### config.mk
export PLATFORM = sky130hd
export DESIGN_NAME = cbt_core
export DESIGN_NICKNAME = d
export VERILOG_FILES = /design/src/cbt_pkg.sv /design/src/cbt_sampler.sv /design/src/cbt_core.sv
export SDC_FILE = /design/constraint.sdc
export NUM_CORES = 1
export LEC_CHECK = 0
export BUFFER_PORTS_ARGS = -buffer_cell sky130_fd_sc_hd__buf_4
export CORE_UTILIZATION = 55
export DETAILED_ROUTE_END_ITERATION = 8
export GPL_TIMING_DRIVEN = 1
export PLACE_DENSITY = 0.72
export SKIP_LAST_GASP = 1
export SLEW_MARGIN = 20
export SYNTH_ARGS = -nofsm -noshare
export SYNTH_HDL_FRONTEND = slang
export SYNTH_SLANG_ARGS = --single-unit
### constraint.sdc
create_clock -name clk -period 4.1 [get_ports clk]
set_input_delay 0.82 -clock clk [delete_from_list [all_inputs] [get_ports clk]]
set_output_delay 0.82 -clock clk [all_outputs]
set_load 0.02 [all_outputs]
### src/cbt_pkg.sv
// constants, types and register map of the can bit timing and framing core
package cbt_pkg;
  // ****************************************
  // clock and timing
  // ****************************************
  localparam int unsigned CLK_HZ = 10000000; // system clock, one quantum per cycle
  localparam int unsigned SEG_OFS = 1; // effective length = field value + 1
  localparam int unsigned IDLE_BITS = 11; // recessive bits that make the bus idle
  localparam int unsigned ID_W = 11; // identifier width
  localparam int unsigned DLC_W = 4; // length code width
  localparam int unsigned RSV_N = 2; // reserved control bits
  localparam int unsigned MAX_BYTES = 8; // largest data field
  localparam int unsigned BYTE_W = 8; // bits per data byte

  // ****************************************
  // register map (byte addresses)
  // ****************************************
  localparam logic [7:0] A_TIMING = 8'h00;
  localparam logic [7:0] A_CTRL = 8'h04;
  localparam logic [7:0] A_TXID = 8'h08;
  localparam logic [7:0] A_TXD0 = 8'h0c;
  localparam logic [7:0] A_TXD1 = 8'h10;
  localparam logic [7:0] A_STAT = 8'h14;
  localparam logic [7:0] A_RXID = 8'h18;
  localparam logic [7:0] A_RXD0 = 8'h1c;
  localparam logic [7:0] A_RXD1 = 8'h20;

  // ****************************************
  // field positions
  // ****************************************
  localparam int unsigned TIM_W = 9; // timing fields in bits 8:0
  localparam int unsigned C_TXREQ = 0; // ctrl: request transmission
  localparam int unsigned C_BOTH = 1; // ctrl: both edges resync
  localparam int unsigned C_SAM = 2; // ctrl: triple sample select
  localparam int unsigned ID_LSB = 0; // id field of txid/rxid
  localparam int unsigned RTR_BIT = 11; // remote request bit
  localparam int unsigned DLC_LSB = 16; // length code field
  localparam int unsigned S_TXDONE = 0; // sticky: frame sent
  localparam int unsigned S_RXDONE = 1; // sticky: frame received
  localparam int unsigned S_ARBLOST = 2; // sticky: arbitration lost
  localparam int unsigned S_IDLE = 3; // bus idle
  localparam int unsigned S_TXING = 4; // transmitting
  localparam int unsigned S_FRM_LSB = 8; // frame field state, 4 bits

  // ****************************************
  // types
  // ****************************************
  typedef struct packed {
    logic [3:0] ph1; // phase_before_sample field
    logic [2:0] ph2; // phase_after_sample field
    logic [1:0] max_resync_step; // max_resync_step field
  } cbt_timing_s;

  localparam cbt_timing_s TIMING_RST = '{ph1: 4'h5, ph2: 3'h2, max_resync_step: 2'h0};

  typedef enum {SEG_SYNC, SEG_PH1, SEG_PH2} cbt_seg_e;
  typedef enum {F_IDLE, F_ID, F_RTR, F_RSV, F_DLC, F_DATA, F_TAIL} cbt_frame_e;
endpackage

### src/cbt_sampler.sv
// bus input synchroniser with one or three sample majority
`timescale 1ns/1ns
module cbt_sampler (
  // clock and reset
  input wire logic clk,
  input wire logic nrst,
  input wire logic ce,
  // control
  input wire logic triple_sample_select,
  // bus pin
  input wire logic can_rx,
  // conditioned levels
  output logic bus_lvl,
  output logic smp_lvl
);
  logic s1_r, s2_r, s3_r; // synchroniser chain
  logic st_r, st_nxt; // debounced level
  logic [2:0] h_r, h_nxt; // last three quanta, newest in bit 0

  // ****************************************
  // next values
  // ****************************************
  always_comb begin
    st_nxt = (s2_r == s3_r) ? s3_r : st_r;
    h_nxt = {h_r[1:0], st_r};
  end

  // ****************************************
  // registers
  // ****************************************
  always_ff @(posedge clk or negedge nrst) begin
    if (!nrst) begin
      s1_r <= 1'b1;
      s2_r <= 1'b1;
      s3_r <= 1'b1;
      st_r <= 1'b1;
      h_r <= 3'h7;
    end else if (ce) begin
      s1_r <= can_rx;
      s2_r <= s1_r;
      s3_r <= s2_r;
      st_r <= st_nxt;
      h_r <= h_nxt;
    end
  end

  // triple mode delays the line one quantum and votes
  assign bus_lvl = triple_sample_select ? h_r[0] : st_r;
  assign smp_lvl = triple_sample_select ? ((h_r[0] & h_r[1]) | (h_r[0] & h_r[2]) | (h_r[1] & h_r[2]))
                       : st_r;
endmodule

### src/cbt_core.sv
// can bit timing, edge synchronisation and frame formatting with apb registers
//
// Chosen here: the register addresses and the APB register port.
`timescale 1ns/1ns
// How it works
// - bit is sync slot plus two phases
// - sample at end of phase one
// - phase two lasts one to eight quanta
// - resync step one to four quanta
// - triple sample adds one quantum delay
// - hard sync on start of frame
// - resync stretches phase one, trims two
// - phase error sign from segment position
// - small error acts as hard sync
// - one synchronisation per bit
// - edge only if differs from sample
// - falling edge while idle hard syncs
// - rising edges only when enabled
// - transmitter ignores positive error edges unless both edges resync is on
// - never starts an overload frame
// - wired and bus, dominant wins
// - frame fields sent in order
// - identifier msb first, then remote bit
// - remote bit recessive, data dominant
// - two dominant reserved, four bit length
// - data bytes msb first, lowest first
// - majority sampling, one or three
module cbt_core (
  // clock, reset and freeze
  input wire logic clk,
  input wire logic nrst,
  input wire logic ce,
  // apb slave
  input wire logic [7:0] paddr,
  input wire logic psel,
  input wire logic penable,
  input wire logic pwrite,
  input wire logic [31:0] pwdata,
  output logic [31:0] prdata,
  output logic pready,
  output logic pslverr,
  // can pins
  input wire logic can_rx,
  output logic can_tx
);
  // ****************************************
  // declarations
  // ****************************************
  cbt_pkg::cbt_timing_s tim_r, tim_nxt; // timing fields
  logic both_r, both_nxt; // both edge resync
  logic sam_r, sam_nxt; // triple sample select
  logic txreq_r, txreq_nxt; // pending transmission
  logic [31:0] txid_r, txid_nxt; // id, remote, length
  logic [63:0] txd_r, txd_nxt; // transmit bytes, byte0 low
  logic [31:0] rxid_r, rxid_nxt; // received header
  logic [63:0] rxd_r, rxd_nxt; // received bytes
  logic [2:0] stk_r, stk_nxt; // sticky status
  logic [31:0] prd_r, prd_nxt; // read data
  cbt_pkg::cbt_seg_e seg_r, seg_nxt; // bit segment
  logic [4:0] qc_r, qc_nxt; // quantum counter
  logic [4:0] len1_r, len1_nxt; // current phase one length
  logic [3:0] len2_r, len2_nxt; // current phase two length
  logic synced_r, synced_nxt; // synchronised this bit
  logic smp_r, smp_nxt; // value at last sample point
  logic prev_r; // bus level one quantum ago
  cbt_pkg::cbt_frame_e frm_r, frm_nxt; // frame field
  logic [5:0] fc_r, fc_nxt; // bit counter inside field
  logic [3:0] idl_r, idl_nxt; // recessive bits seen while idle
  logic txa_r, txa_nxt; // transmitting this frame
  logic txb_r, txb_nxt; // bit driven on the pin
  logic bus_lvl, smp_lvl; // conditioned bus
  logic wr, rd_setup; // bus strobes
  logic bit_start, smp_pulse; // timing events
  logic sync_ev, hard, small_err; // synchronisation decisions
  logic fall, rise; // edges
  logic [4:0] l1_prog, e_pos; // programmed phase one, positive error
  logic [3:0] l2_prog, e_neg; // programmed phase two, negative error
  logic [2:0] sjw_q; // effective step
  logic [3:0] nbytes; // data bytes in frame
  logic set_txd, set_rxd, set_arb; // sticky set events
  logic bus_idle; // idle reached

  // map an address onto a register
  function automatic logic cbt_mapped(input logic [7:0] a);
    case (a)
      cbt_pkg::A_TIMING, cbt_pkg::A_CTRL, cbt_pkg::A_TXID, cbt_pkg::A_TXD0,
      cbt_pkg::A_TXD1, cbt_pkg::A_STAT, cbt_pkg::A_RXID, cbt_pkg::A_RXD0,
      cbt_pkg::A_RXD1: cbt_mapped = 1'b1;
      default: cbt_mapped = 1'b0;
    endcase
  endfunction

  // ****************************************
  // input conditioning
  // ****************************************
  cbt_sampler u_smp (
    .clk(clk),
    .nrst(nrst),
    .ce(ce),
    .triple_sample_select(sam_r),
    .can_rx(can_rx),
    .bus_lvl(bus_lvl),
    .smp_lvl(smp_lvl)
  );

  // ****************************************
  // apb register group
  // ****************************************
  // zero wait, frozen with the clock enable
  assign pready = ce;
  assign pslverr = psel & penable & ~cbt_mapped(paddr);
  assign prdata = prd_r;
  assign wr = psel & penable & pwrite & ce & cbt_mapped(paddr);
  assign rd_setup = psel & ~penable;

  // register writes, sticky flags, read data capture
  always_comb begin
    tim_nxt = tim_r;
    both_nxt = both_r;
    sam_nxt = sam_r;
    txreq_nxt = txreq_r;
    txid_nxt = txid_r;
    txd_nxt = txd_r;
    prd_nxt = prd_r;
    // hardware clears the request when the frame is out
    if (set_txd) begin
      txreq_nxt = 1'b0;
    end
    // set wins over a simultaneous write one to clear
    stk_nxt = stk_r;
    if (wr && paddr == cbt_pkg::A_STAT) begin
      stk_nxt = stk_r & ~pwdata[2:0];
    end
    stk_nxt = stk_nxt | {set_arb, set_rxd, set_txd};
    if (wr) begin
      case (paddr)
        cbt_pkg::A_TIMING: tim_nxt = pwdata[cbt_pkg::TIM_W-1:0];
        cbt_pkg::A_CTRL: begin
          both_nxt = pwdata[cbt_pkg::C_BOTH];
          sam_nxt = pwdata[cbt_pkg::C_SAM];
          if (pwdata[cbt_pkg::C_TXREQ]) begin
            txreq_nxt = 1'b1;
          end
        end
        cbt_pkg::A_TXID: txid_nxt = {12'h000, pwdata[cbt_pkg::DLC_LSB+:cbt_pkg::DLC_W],
                                     4'h0, pwdata[cbt_pkg::RTR_BIT:cbt_pkg::ID_LSB]};
        cbt_pkg::A_TXD0: txd_nxt[31:0] = pwdata;
        cbt_pkg::A_TXD1: txd_nxt[63:32] = pwdata;
        default: tim_nxt = tim_r;
      endcase
    end
    if (rd_setup) begin
      case (paddr)
        cbt_pkg::A_TIMING: prd_nxt = {23'h000000, tim_r};
        cbt_pkg::A_CTRL: prd_nxt = {29'h00000000, sam_r, both_r, txreq_r};
        cbt_pkg::A_TXID: prd_nxt = txid_r;
        cbt_pkg::A_TXD0: prd_nxt = txd_r[31:0];
        cbt_pkg::A_TXD1: prd_nxt = txd_r[63:32];
        cbt_pkg::A_STAT: prd_nxt = {20'h00000, 4'(frm_r), 3'h0, txa_r, bus_idle, stk_r};
        cbt_pkg::A_RXID: prd_nxt = rxid_r;
        cbt_pkg::A_RXD0: prd_nxt = rxd_r[31:0];
        cbt_pkg::A_RXD1: prd_nxt = rxd_r[63:32];
        default: prd_nxt = 32'h00000000;
      endcase
    end
  end

  // register group flops
  always_ff @(posedge clk or negedge nrst) begin
    if (!nrst) begin
      tim_r <= cbt_pkg::TIMING_RST;
      both_r <= 1'b0;
      sam_r <= 1'b0;
      txreq_r <= 1'b0;
      txid_r <= 32'h00000000;
      txd_r <= 64'h0000000000000000;
      stk_r <= 3'h0;
      prd_r <= 32'h00000000;
    end else if (ce) begin
      tim_r <= tim_nxt;
      both_r <= both_nxt;
      sam_r <= sam_nxt;
      txreq_r <= txreq_nxt;
      txid_r <= txid_nxt;
      txd_r <= txd_nxt;
      stk_r <= stk_nxt;
      prd_r <= prd_nxt;
    end
  end

  // ****************************************
  // bit timing and synchronisation
  // ****************************************
  // software must keep phase lengths legal; no checks here
  assign l1_prog = 5'(tim_r.ph1) + 5'(cbt_pkg::SEG_OFS);
  assign l2_prog = 4'(tim_r.ph2) + 4'(cbt_pkg::SEG_OFS);
  assign sjw_q = 3'(tim_r.max_resync_step) + 3'(cbt_pkg::SEG_OFS);
  assign e_pos = qc_r + 5'h01;
  assign e_neg = len2_r - qc_r[3:0];
  assign fall = prev_r & ~bus_lvl;
  assign rise = ~prev_r & bus_lvl;
  assign bus_idle = (frm_r == cbt_pkg::F_IDLE) && (idl_r == 4'(cbt_pkg::IDLE_BITS));
  assign hard = fall && bus_idle;
  assign small_err = (seg_r == cbt_pkg::SEG_PH1) ? (e_pos <= 5'(sjw_q))
                                                 : (e_neg <= 4'(sjw_q));
  // candidate edge, changed since sample, first this bit
  assign sync_ev = (fall | (rise & both_r))
                   && (bus_lvl != smp_r)
                   && !synced_r
                   && !(txa_r && !both_r && !hard && seg_r == cbt_pkg::SEG_PH1);

  // segment sequencing and phase adjustment
  always_comb begin
    seg_nxt = seg_r;
    qc_nxt = qc_r;
    len1_nxt = len1_r;
    len2_nxt = len2_r;
    synced_nxt = synced_r;
    smp_nxt = smp_r;
    bit_start = 1'b0;
    smp_pulse = 1'b0;
    case (seg_r)
      cbt_pkg::SEG_SYNC: begin
        // one quantum slot for the edge
        seg_nxt = cbt_pkg::SEG_PH1;
        qc_nxt = 5'h00;
      end
      cbt_pkg::SEG_PH1: begin
        if (qc_r == len1_r - 5'h01) begin
          seg_nxt = cbt_pkg::SEG_PH2;
          qc_nxt = 5'h00;
          smp_pulse = 1'b1;
          smp_nxt = smp_lvl;
          len2_nxt = l2_prog;
        end else begin
          qc_nxt = qc_r + 5'h01;
        end
      end
      cbt_pkg::SEG_PH2: begin
        if (qc_r[3:0] == len2_r - 4'h1) begin
          seg_nxt = cbt_pkg::SEG_SYNC;
          qc_nxt = 5'h00;
          bit_start = 1'b1;
          synced_nxt = 1'b0;
          len1_nxt = l1_prog;
        end else begin
          qc_nxt = qc_r + 5'h01;
        end
      end
      default: seg_nxt = cbt_pkg::SEG_SYNC;
    endcase
    if (sync_ev) begin
      synced_nxt = 1'b1;
      if (seg_r == cbt_pkg::SEG_SYNC) begin
        // zero error, timing unchanged
        synced_nxt = 1'b1;
      end else if (hard || small_err) begin
        // this quantum becomes the sync slot
        seg_nxt = cbt_pkg::SEG_PH1;
        qc_nxt = 5'h00;
        len1_nxt = l1_prog;
        smp_pulse = 1'b0;
        smp_nxt = smp_r;
        bit_start = (seg_r == cbt_pkg::SEG_PH2);
      end else if (seg_r == cbt_pkg::SEG_PH1) begin
        len1_nxt = len1_r + 5'(sjw_q);
      end else begin
        len2_nxt = len2_r - 4'(sjw_q);
      end
    end
  end

  // timing flops
  always_ff @(posedge clk or negedge nrst) begin
    if (!nrst) begin
      seg_r <= cbt_pkg::SEG_SYNC;
      qc_r <= 5'h00;
      len1_r <= 5'h01;
      len2_r <= 4'h1;
      synced_r <= 1'b0;
      smp_r <= 1'b1;
      prev_r <= 1'b1;
    end else if (ce) begin
      seg_r <= seg_nxt;
      qc_r <= qc_nxt;
      len1_r <= len1_nxt;
      len2_r <= len2_nxt;
      synced_r <= synced_nxt;
      smp_r <= smp_nxt;
      prev_r <= bus_lvl;
    end
  end

  // ****************************************
  // frame field sequencing
  // ****************************************
  // remote frames carry no data
  assign nbytes = (txid_r[cbt_pkg::RTR_BIT] && txa_r) ? 4'h0 :
                  (rxid_r[cbt_pkg::DLC_LSB+3] ? 4'(cbt_pkg::MAX_BYTES)
                                              : rxid_r[cbt_pkg::DLC_LSB+:4]);

  // field walk on sample points, pin update at bit start
  always_comb begin
    frm_nxt = frm_r;
    fc_nxt = fc_r;
    idl_nxt = idl_r;
    txa_nxt = txa_r;
    txb_nxt = txb_r;
    rxid_nxt = rxid_r;
    rxd_nxt = rxd_r;
    set_txd = 1'b0;
    set_rxd = 1'b0;
    set_arb = 1'b0;
    if (smp_pulse) begin
      // losing a recessive bit to dominant drops to receiver
      if (txa_r && txb_r && !smp_lvl &&
          (frm_r == cbt_pkg::F_ID || frm_r == cbt_pkg::F_RTR)) begin
        txa_nxt = 1'b0;
        set_arb = 1'b1;
      end
      fc_nxt = fc_r + 6'h01;
      case (frm_r)
        cbt_pkg::F_IDLE: begin
          if (!smp_lvl) begin
            frm_nxt = cbt_pkg::F_ID;
            fc_nxt = 6'h00;
            rxid_nxt = 32'h00000000;
          end else begin
            fc_nxt = 6'h00;
            if (idl_r != 4'(cbt_pkg::IDLE_BITS)) begin
              idl_nxt = idl_r + 4'h1;
            end
          end
        end
        cbt_pkg::F_ID: begin
          rxid_nxt[cbt_pkg::ID_LSB+cbt_pkg::ID_W-1-fc_r[3:0]] = smp_lvl;
          if (fc_r == 6'(cbt_pkg::ID_W - 1)) begin
            frm_nxt = cbt_pkg::F_RTR;
            fc_nxt = 6'h00;
          end
        end
        cbt_pkg::F_RTR: begin
          rxid_nxt[cbt_pkg::RTR_BIT] = smp_lvl;
          frm_nxt = cbt_pkg::F_RSV;
          fc_nxt = 6'h00;
        end
        cbt_pkg::F_RSV: begin
          if (fc_r == 6'(cbt_pkg::RSV_N - 1)) begin
            frm_nxt = cbt_pkg::F_DLC;
            fc_nxt = 6'h00;
          end
        end
        cbt_pkg::F_DLC: begin
          rxid_nxt[cbt_pkg::DLC_LSB+cbt_pkg::DLC_W-1-fc_r[1:0]] = smp_lvl;
          if (fc_r == 6'(cbt_pkg::DLC_W - 1)) begin
            fc_nxt = 6'h00;
            frm_nxt = cbt_pkg::F_DATA;
          end
        end
        cbt_pkg::F_DATA: begin
          rxd_nxt[{fc_r[5:3], ~fc_r[2:0]}] = smp_lvl;
          if (fc_r == 6'({nbytes, 3'h0} - 7'h01)) begin
            frm_nxt = cbt_pkg::F_TAIL;
          end
        end
        cbt_pkg::F_TAIL: begin
          // later fields belong to the crc/ack logic
          frm_nxt = cbt_pkg::F_IDLE;
          idl_nxt = 4'h0;
          set_txd = txa_r;
          set_rxd = ~txa_r;
          txa_nxt = 1'b0;
        end
        default: frm_nxt = cbt_pkg::F_IDLE;
      endcase
      // empty data field skips straight to the tail
      if (frm_r == cbt_pkg::F_DLC && frm_nxt == cbt_pkg::F_DATA) begin
        if (rxid_nxt[cbt_pkg::RTR_BIT] || rxid_nxt[cbt_pkg::DLC_LSB+:4] == 4'h0) begin
          frm_nxt = cbt_pkg::F_TAIL;
        end
      end
    end
    if (bit_start) begin
      txb_nxt = 1'b1;
      if (frm_r == cbt_pkg::F_IDLE && bus_idle && txreq_r && !txa_r) begin
        // only data or remote frames are ever started
        txa_nxt = 1'b1;
        txb_nxt = 1'b0;
      end else if (txa_r) begin
        case (frm_r)
          cbt_pkg::F_ID: txb_nxt = txid_r[cbt_pkg::ID_LSB+cbt_pkg::ID_W-1-fc_r[3:0]];
          cbt_pkg::F_RTR: txb_nxt = txid_r[cbt_pkg::RTR_BIT];
          cbt_pkg::F_RSV: txb_nxt = 1'b0;
          cbt_pkg::F_DLC: txb_nxt = txid_r[cbt_pkg::DLC_LSB+cbt_pkg::DLC_W-1-fc_r[1:0]];
          cbt_pkg::F_DATA: txb_nxt = txd_r[{fc_r[5:3], ~fc_r[2:0]}];
          default: txb_nxt = 1'b1;
        endcase
      end
    end
  end

  // frame flops
  always_ff @(posedge clk or negedge nrst) begin
    if (!nrst) begin
      frm_r <= cbt_pkg::F_IDLE;
      fc_r <= 6'h00;
      idl_r <= 4'h0;
      txa_r <= 1'b0;
      txb_r <= 1'b1;
      rxid_r <= 32'h00000000;
      rxd_r <= 64'h0000000000000000;
    end else if (ce) begin
      frm_r <= frm_nxt;
      fc_r <= fc_nxt;
      idl_r <= idl_nxt;
      txa_r <= txa_nxt;
      txb_r <= txb_nxt;
      rxid_r <= rxid_nxt;
      rxd_r <= rxd_nxt;
    end
  end

  // pin drives low for dominant only
  assign can_tx = txb_r;
endmodule

==> metrics.md <==
| Metric | Value |
|---|---|
| TNS Setup | `0 ns` |
| Cell count after synthesis | `around 1.6k` |
| Library cell occupying the most area in the post-synthesis netlist | `dfrtp_1` |
| Required time reported for the critical path endpoint | `approximately 4.5 ns` |
| Async S/R FF share, synth | `100%` |
| Ratio of final minimum period to clock period | `around nine tenths` |
| Worst-path fanout max | `between 40 and 50` |
| Setup-failing EPs final | `0` |
| Wire length per cell | `about 24 um` |
| Die boundary width | `between 150 and 200 um` |
| Worst min-delay path class | `primary input to async pin` |
| Final slew viol count | `0` |
| Skew final | `approximately 0.017 ns` |
| Initial antenna violation count | `2` |
| Overflow after GRT | `0` |
| Area of the core region | `0.0306 mm2` |
| Number of port buffers | `81` |
| Startpoint kind of the worst setup timing path | `flop` |
| Number of H-tree levels | `2` |
| Setup repair after global routing missed its margin | `no` |
| TritonCTS Buffers | `37` |
| Logic gate share of total power | `between 20 and 30%` |
| Status | `completed` |
| P_int | `about 0.0065 W` |
| Min cycle time layout | `3.70 ns` |
| Number of remaining DRC errors | `0` |
| Post-detailed-routing wire length | `50,800 um` |
| DRT antenna net count | `0` |
| Global-route usage over all layers | `about a third` |
| Number of enable flip-flop cells after synthesis | `0` |
| Most common library cell in the layout ignoring fill and taps | `dfrtp_1` |
| Post-Syn Area per Cell | `about 11 um2` |
| Flip-flop and latch area | `0.00810 mm2` |
| Final GP Congestion | `just over 0.9` |
| Detailed router's first-iteration violation count | `1,926` |
| Sequential area share after synthesis | `between 40 and 50%` |
| First-pass GRT wire length | `just over 80,000 um` |
| DIE AREA | `0.0318 mm2` |
| Hold violation count in the final report | `0` |
| Largest net degree at the start of global routing | `between 90 and 100` |
| Yosys cell types | `slightly below 90` |
| Fill cell count | `around 2.5k` |
| Most used flip-flop cell after synthesis | `dfrtp_1` |
| Chip height | `178 um` |
| Area taken by multi-input logic gates | `between 0.008 and 0.009 mm2` |
| Fraction of post-synthesis cell area in the top cell type by area | `45.0%` |
| Static leakage power | `slightly below 9 nW` |
| Count of standard-cell rows | `64` |
| Yosys warnings | `0` |
| Leading cell types in the layout, fill and taps excluded | `dfrtp_1 (308), buf_4 (134), o31ai_1 (130), mux2_2 (106), nand3_1 (81)` |
| Crit. End Element | `flop` |
| Total standard cell area after synthesis | `roughly 0.017 mm2` |
| Vias in the first global route | `approximately 14k` |
| Post-DR vias/cell | `between 6 and 7` |
| CTS tree | `built` |
| Sequential power share | `36.9%` |
| Critical path type | `flop to flop` |
| Number of detailed-routing iterations run before antenna repair | `8` |
| Maximum VDD drop | `approximately 0.31 mV` |
| Total of max-cap violations | `0` |
| Reported net switching power | `0.00352 W` |
| Cell types with the largest area share after synthesis | `dfrtp_1 (45%), mux2_2 (7.0%), o31ai_1 (5.7%)` |
| Share of cells above drive strength 1 | `~22%` |
| Maximum clock frequency | `about 0.27 GHz` |
| Arrival time reported for the critical path endpoint | `approximately 4 ns` |
| Flops & latches, synth | `~320` |
| Clock sink total | `around 320` |
| Clk root buf | `clkbuf_16` |
| Transition time at the pin with the least slew margin | `between 1 and 1.5 ns` |
| Number of I/O pins | `82` |
| Largest buffer count on any clock path | `3` |
| Number of nets in the finished design | `1,736` |
| Power density over the cells | `between 500 and 600 mW/mm2` |
| Skew-Pair Late Insertion Delay | `around 0.52 ns` |
| Number of setup buffers added after CTS | `0` |
| Sw Ratio | `between 30% and 40%` |
| Initial Util | `between 50% and 60%` |
| Count of inserted antenna diode cells | `0` |
| Post-layout utilization of the core | `63.6%` |
| Total of cells resized after clock tree synthesis | `0` |
| CTS hold repair buffers | `0` |
| Number of nets produced by synthesis | `~1.7k` |
| Detailed-placement wirelength estimate | `34,200 um` |
| Normalized max-slew margin | `~30%` |
| CTS clock-pin slew for the worst setup and hold paths | `0.06 ns` |
| Total via count in the routed design | `~14k` |
| Signed area change from the synthesized netlist to the final layout | `13.6%` |
| Share of total power in the clock network | `approximately 34%` |
metrics by stage:
stage / cell area [um2] / setup WS [ns] / cells / power [W] / hold WS, ns
6_report: 19400 / 0.402 / 2079 / 0.00998 / 0.249
5_1_grt: 19400 / 0.241 / 2079 / 0.0104 / 0.294
4_1_cts: 19400 / 0.447 / 2079 / 0.00994 / 0.273
3_5_place_dp: 18200 / 0.484 / 2015 / 0.00658 / 0.468
3_3_place_gp: 18200 / 0.559 / 2014 / 0.00650 / 0.462
2_1_floorplan: 17100 / 0.904 / 1622 / 0.00565 / 0.454
sequential cells by signal (all words and copies together), names as in the netlist, 3 cells and up:
signal	cells
rxd_r	64
tim_r	9
len1_r	5
frm_r	32
idl_r	4
len2_r	4
rxid_r	32
seg_r	32
qc_r	5
stk_r	3
txid_r	16
u_smp.h_r	3
fc_r	6
prdata	32
txd_r	64
final cells by class:
cell class / instances / area share, %
Multi-Input combinational cell: 1116 / 42.9
Sequential cell: 323 / 41.7
Timing Repair Buffer: 141 / 5.87
Clock buffer: 53 / 5.43
Tap cell: 396 / 2.55
Clock inverter: 11 / 0.856
Inverter: 39 / 0.753
synthesized netlist by cell type (all sizes together), types with 9 or more instances:
master  number
nor3        32
and3        44
nand3       82
mux2       109
a22o         9
clkbuf     105
ha          28
a221oi      17
nand4       24
nor4        33
nand2       79
a22oi       26
buf         39
mux4        10
dfrtp      308
a31oi       10
a21oi       58
nor2b       21
inv         37
o21ai       61
o41a        15
mux2i       15
xnor2       13
a21o        32
a31o        14
and2        39
o31ai      130
nor2        49
dfstp       15
a222oi      34
path summary, 6_finish.rpt:
path                       slack, ns  cells after the start    endpoint       start
setup / recovery                0.40                     14   rxd_r[52]   len2_r[0]
min in group clk                0.48                      1  prdata[21]  prdata[21]
setup reg to reg                0.40                     14   rxd_r[52]   len2_r[0]
max in group asynchronous       2.90                      2   rxd_r[37]        nrst
hold reg to reg                 0.48                      1  prdata[21]  prdata[21]
hold / removal                  0.25                      1    seg_r[2]        nrst
critical path: stages (launching register included):
cell     delay (ns)
dfstp_2        0.54
inv_1          0.07
ha_1           0.19
inv_1          0.07
fa_1           0.41
ha_1           0.30
nor2b_1        0.14
o21a_1         0.16
o21ai_0        0.32
nand3_2        0.23
a21oi_4        0.39
buf_12         0.29
buf_4          0.24
o31ai_1        0.10
o31ai_1        0.10
power by group through the flow:
stage | combinational [W] | sequential, W | clock (W)
5_1_grt | 0.00320 | 0.00370 | 0.00352
3_5_place_dp | 0.00286 | 0.00372 | 0
3_3_place_gp | 0.00279 | 0.00372 | 0
2_1_floorplan | 0.00207 | 0.00358 | 0
4_1_cts | 0.00288 | 0.00367 | 0.00339
6_report | 0.00295 | 0.00368 | 0.00335
cell families (layout without fill, tap and decap cells):
kind of cell	Yosys count	in the layout	share of synthesized area (%)
AO/OA/AOI/OAI	479	479	20.9
XOR/XNOR	22	22	1.21
adder cells (fa/ha/maj)	31	31	2.40
buffers and inverters	183	244	4.25
flip-flops	323	323	47.3
multiplexers	134	134	9.36
AND/OR/NAND/NOR	450	450	14.6
layer usage:
layer | GRT usage (%) | share of wire [%] | up-vias
li1 | - | - | 6301
met1 | 46.7 | 42 | 7195
met2 | 49.5 | 45 | 824
met3 | 6.86 | 9.5 | 143
met4 | 12.9 | 3.5 | 2
met5 | 0 | 0.026 | -
(Power assumes the default switching activity.)
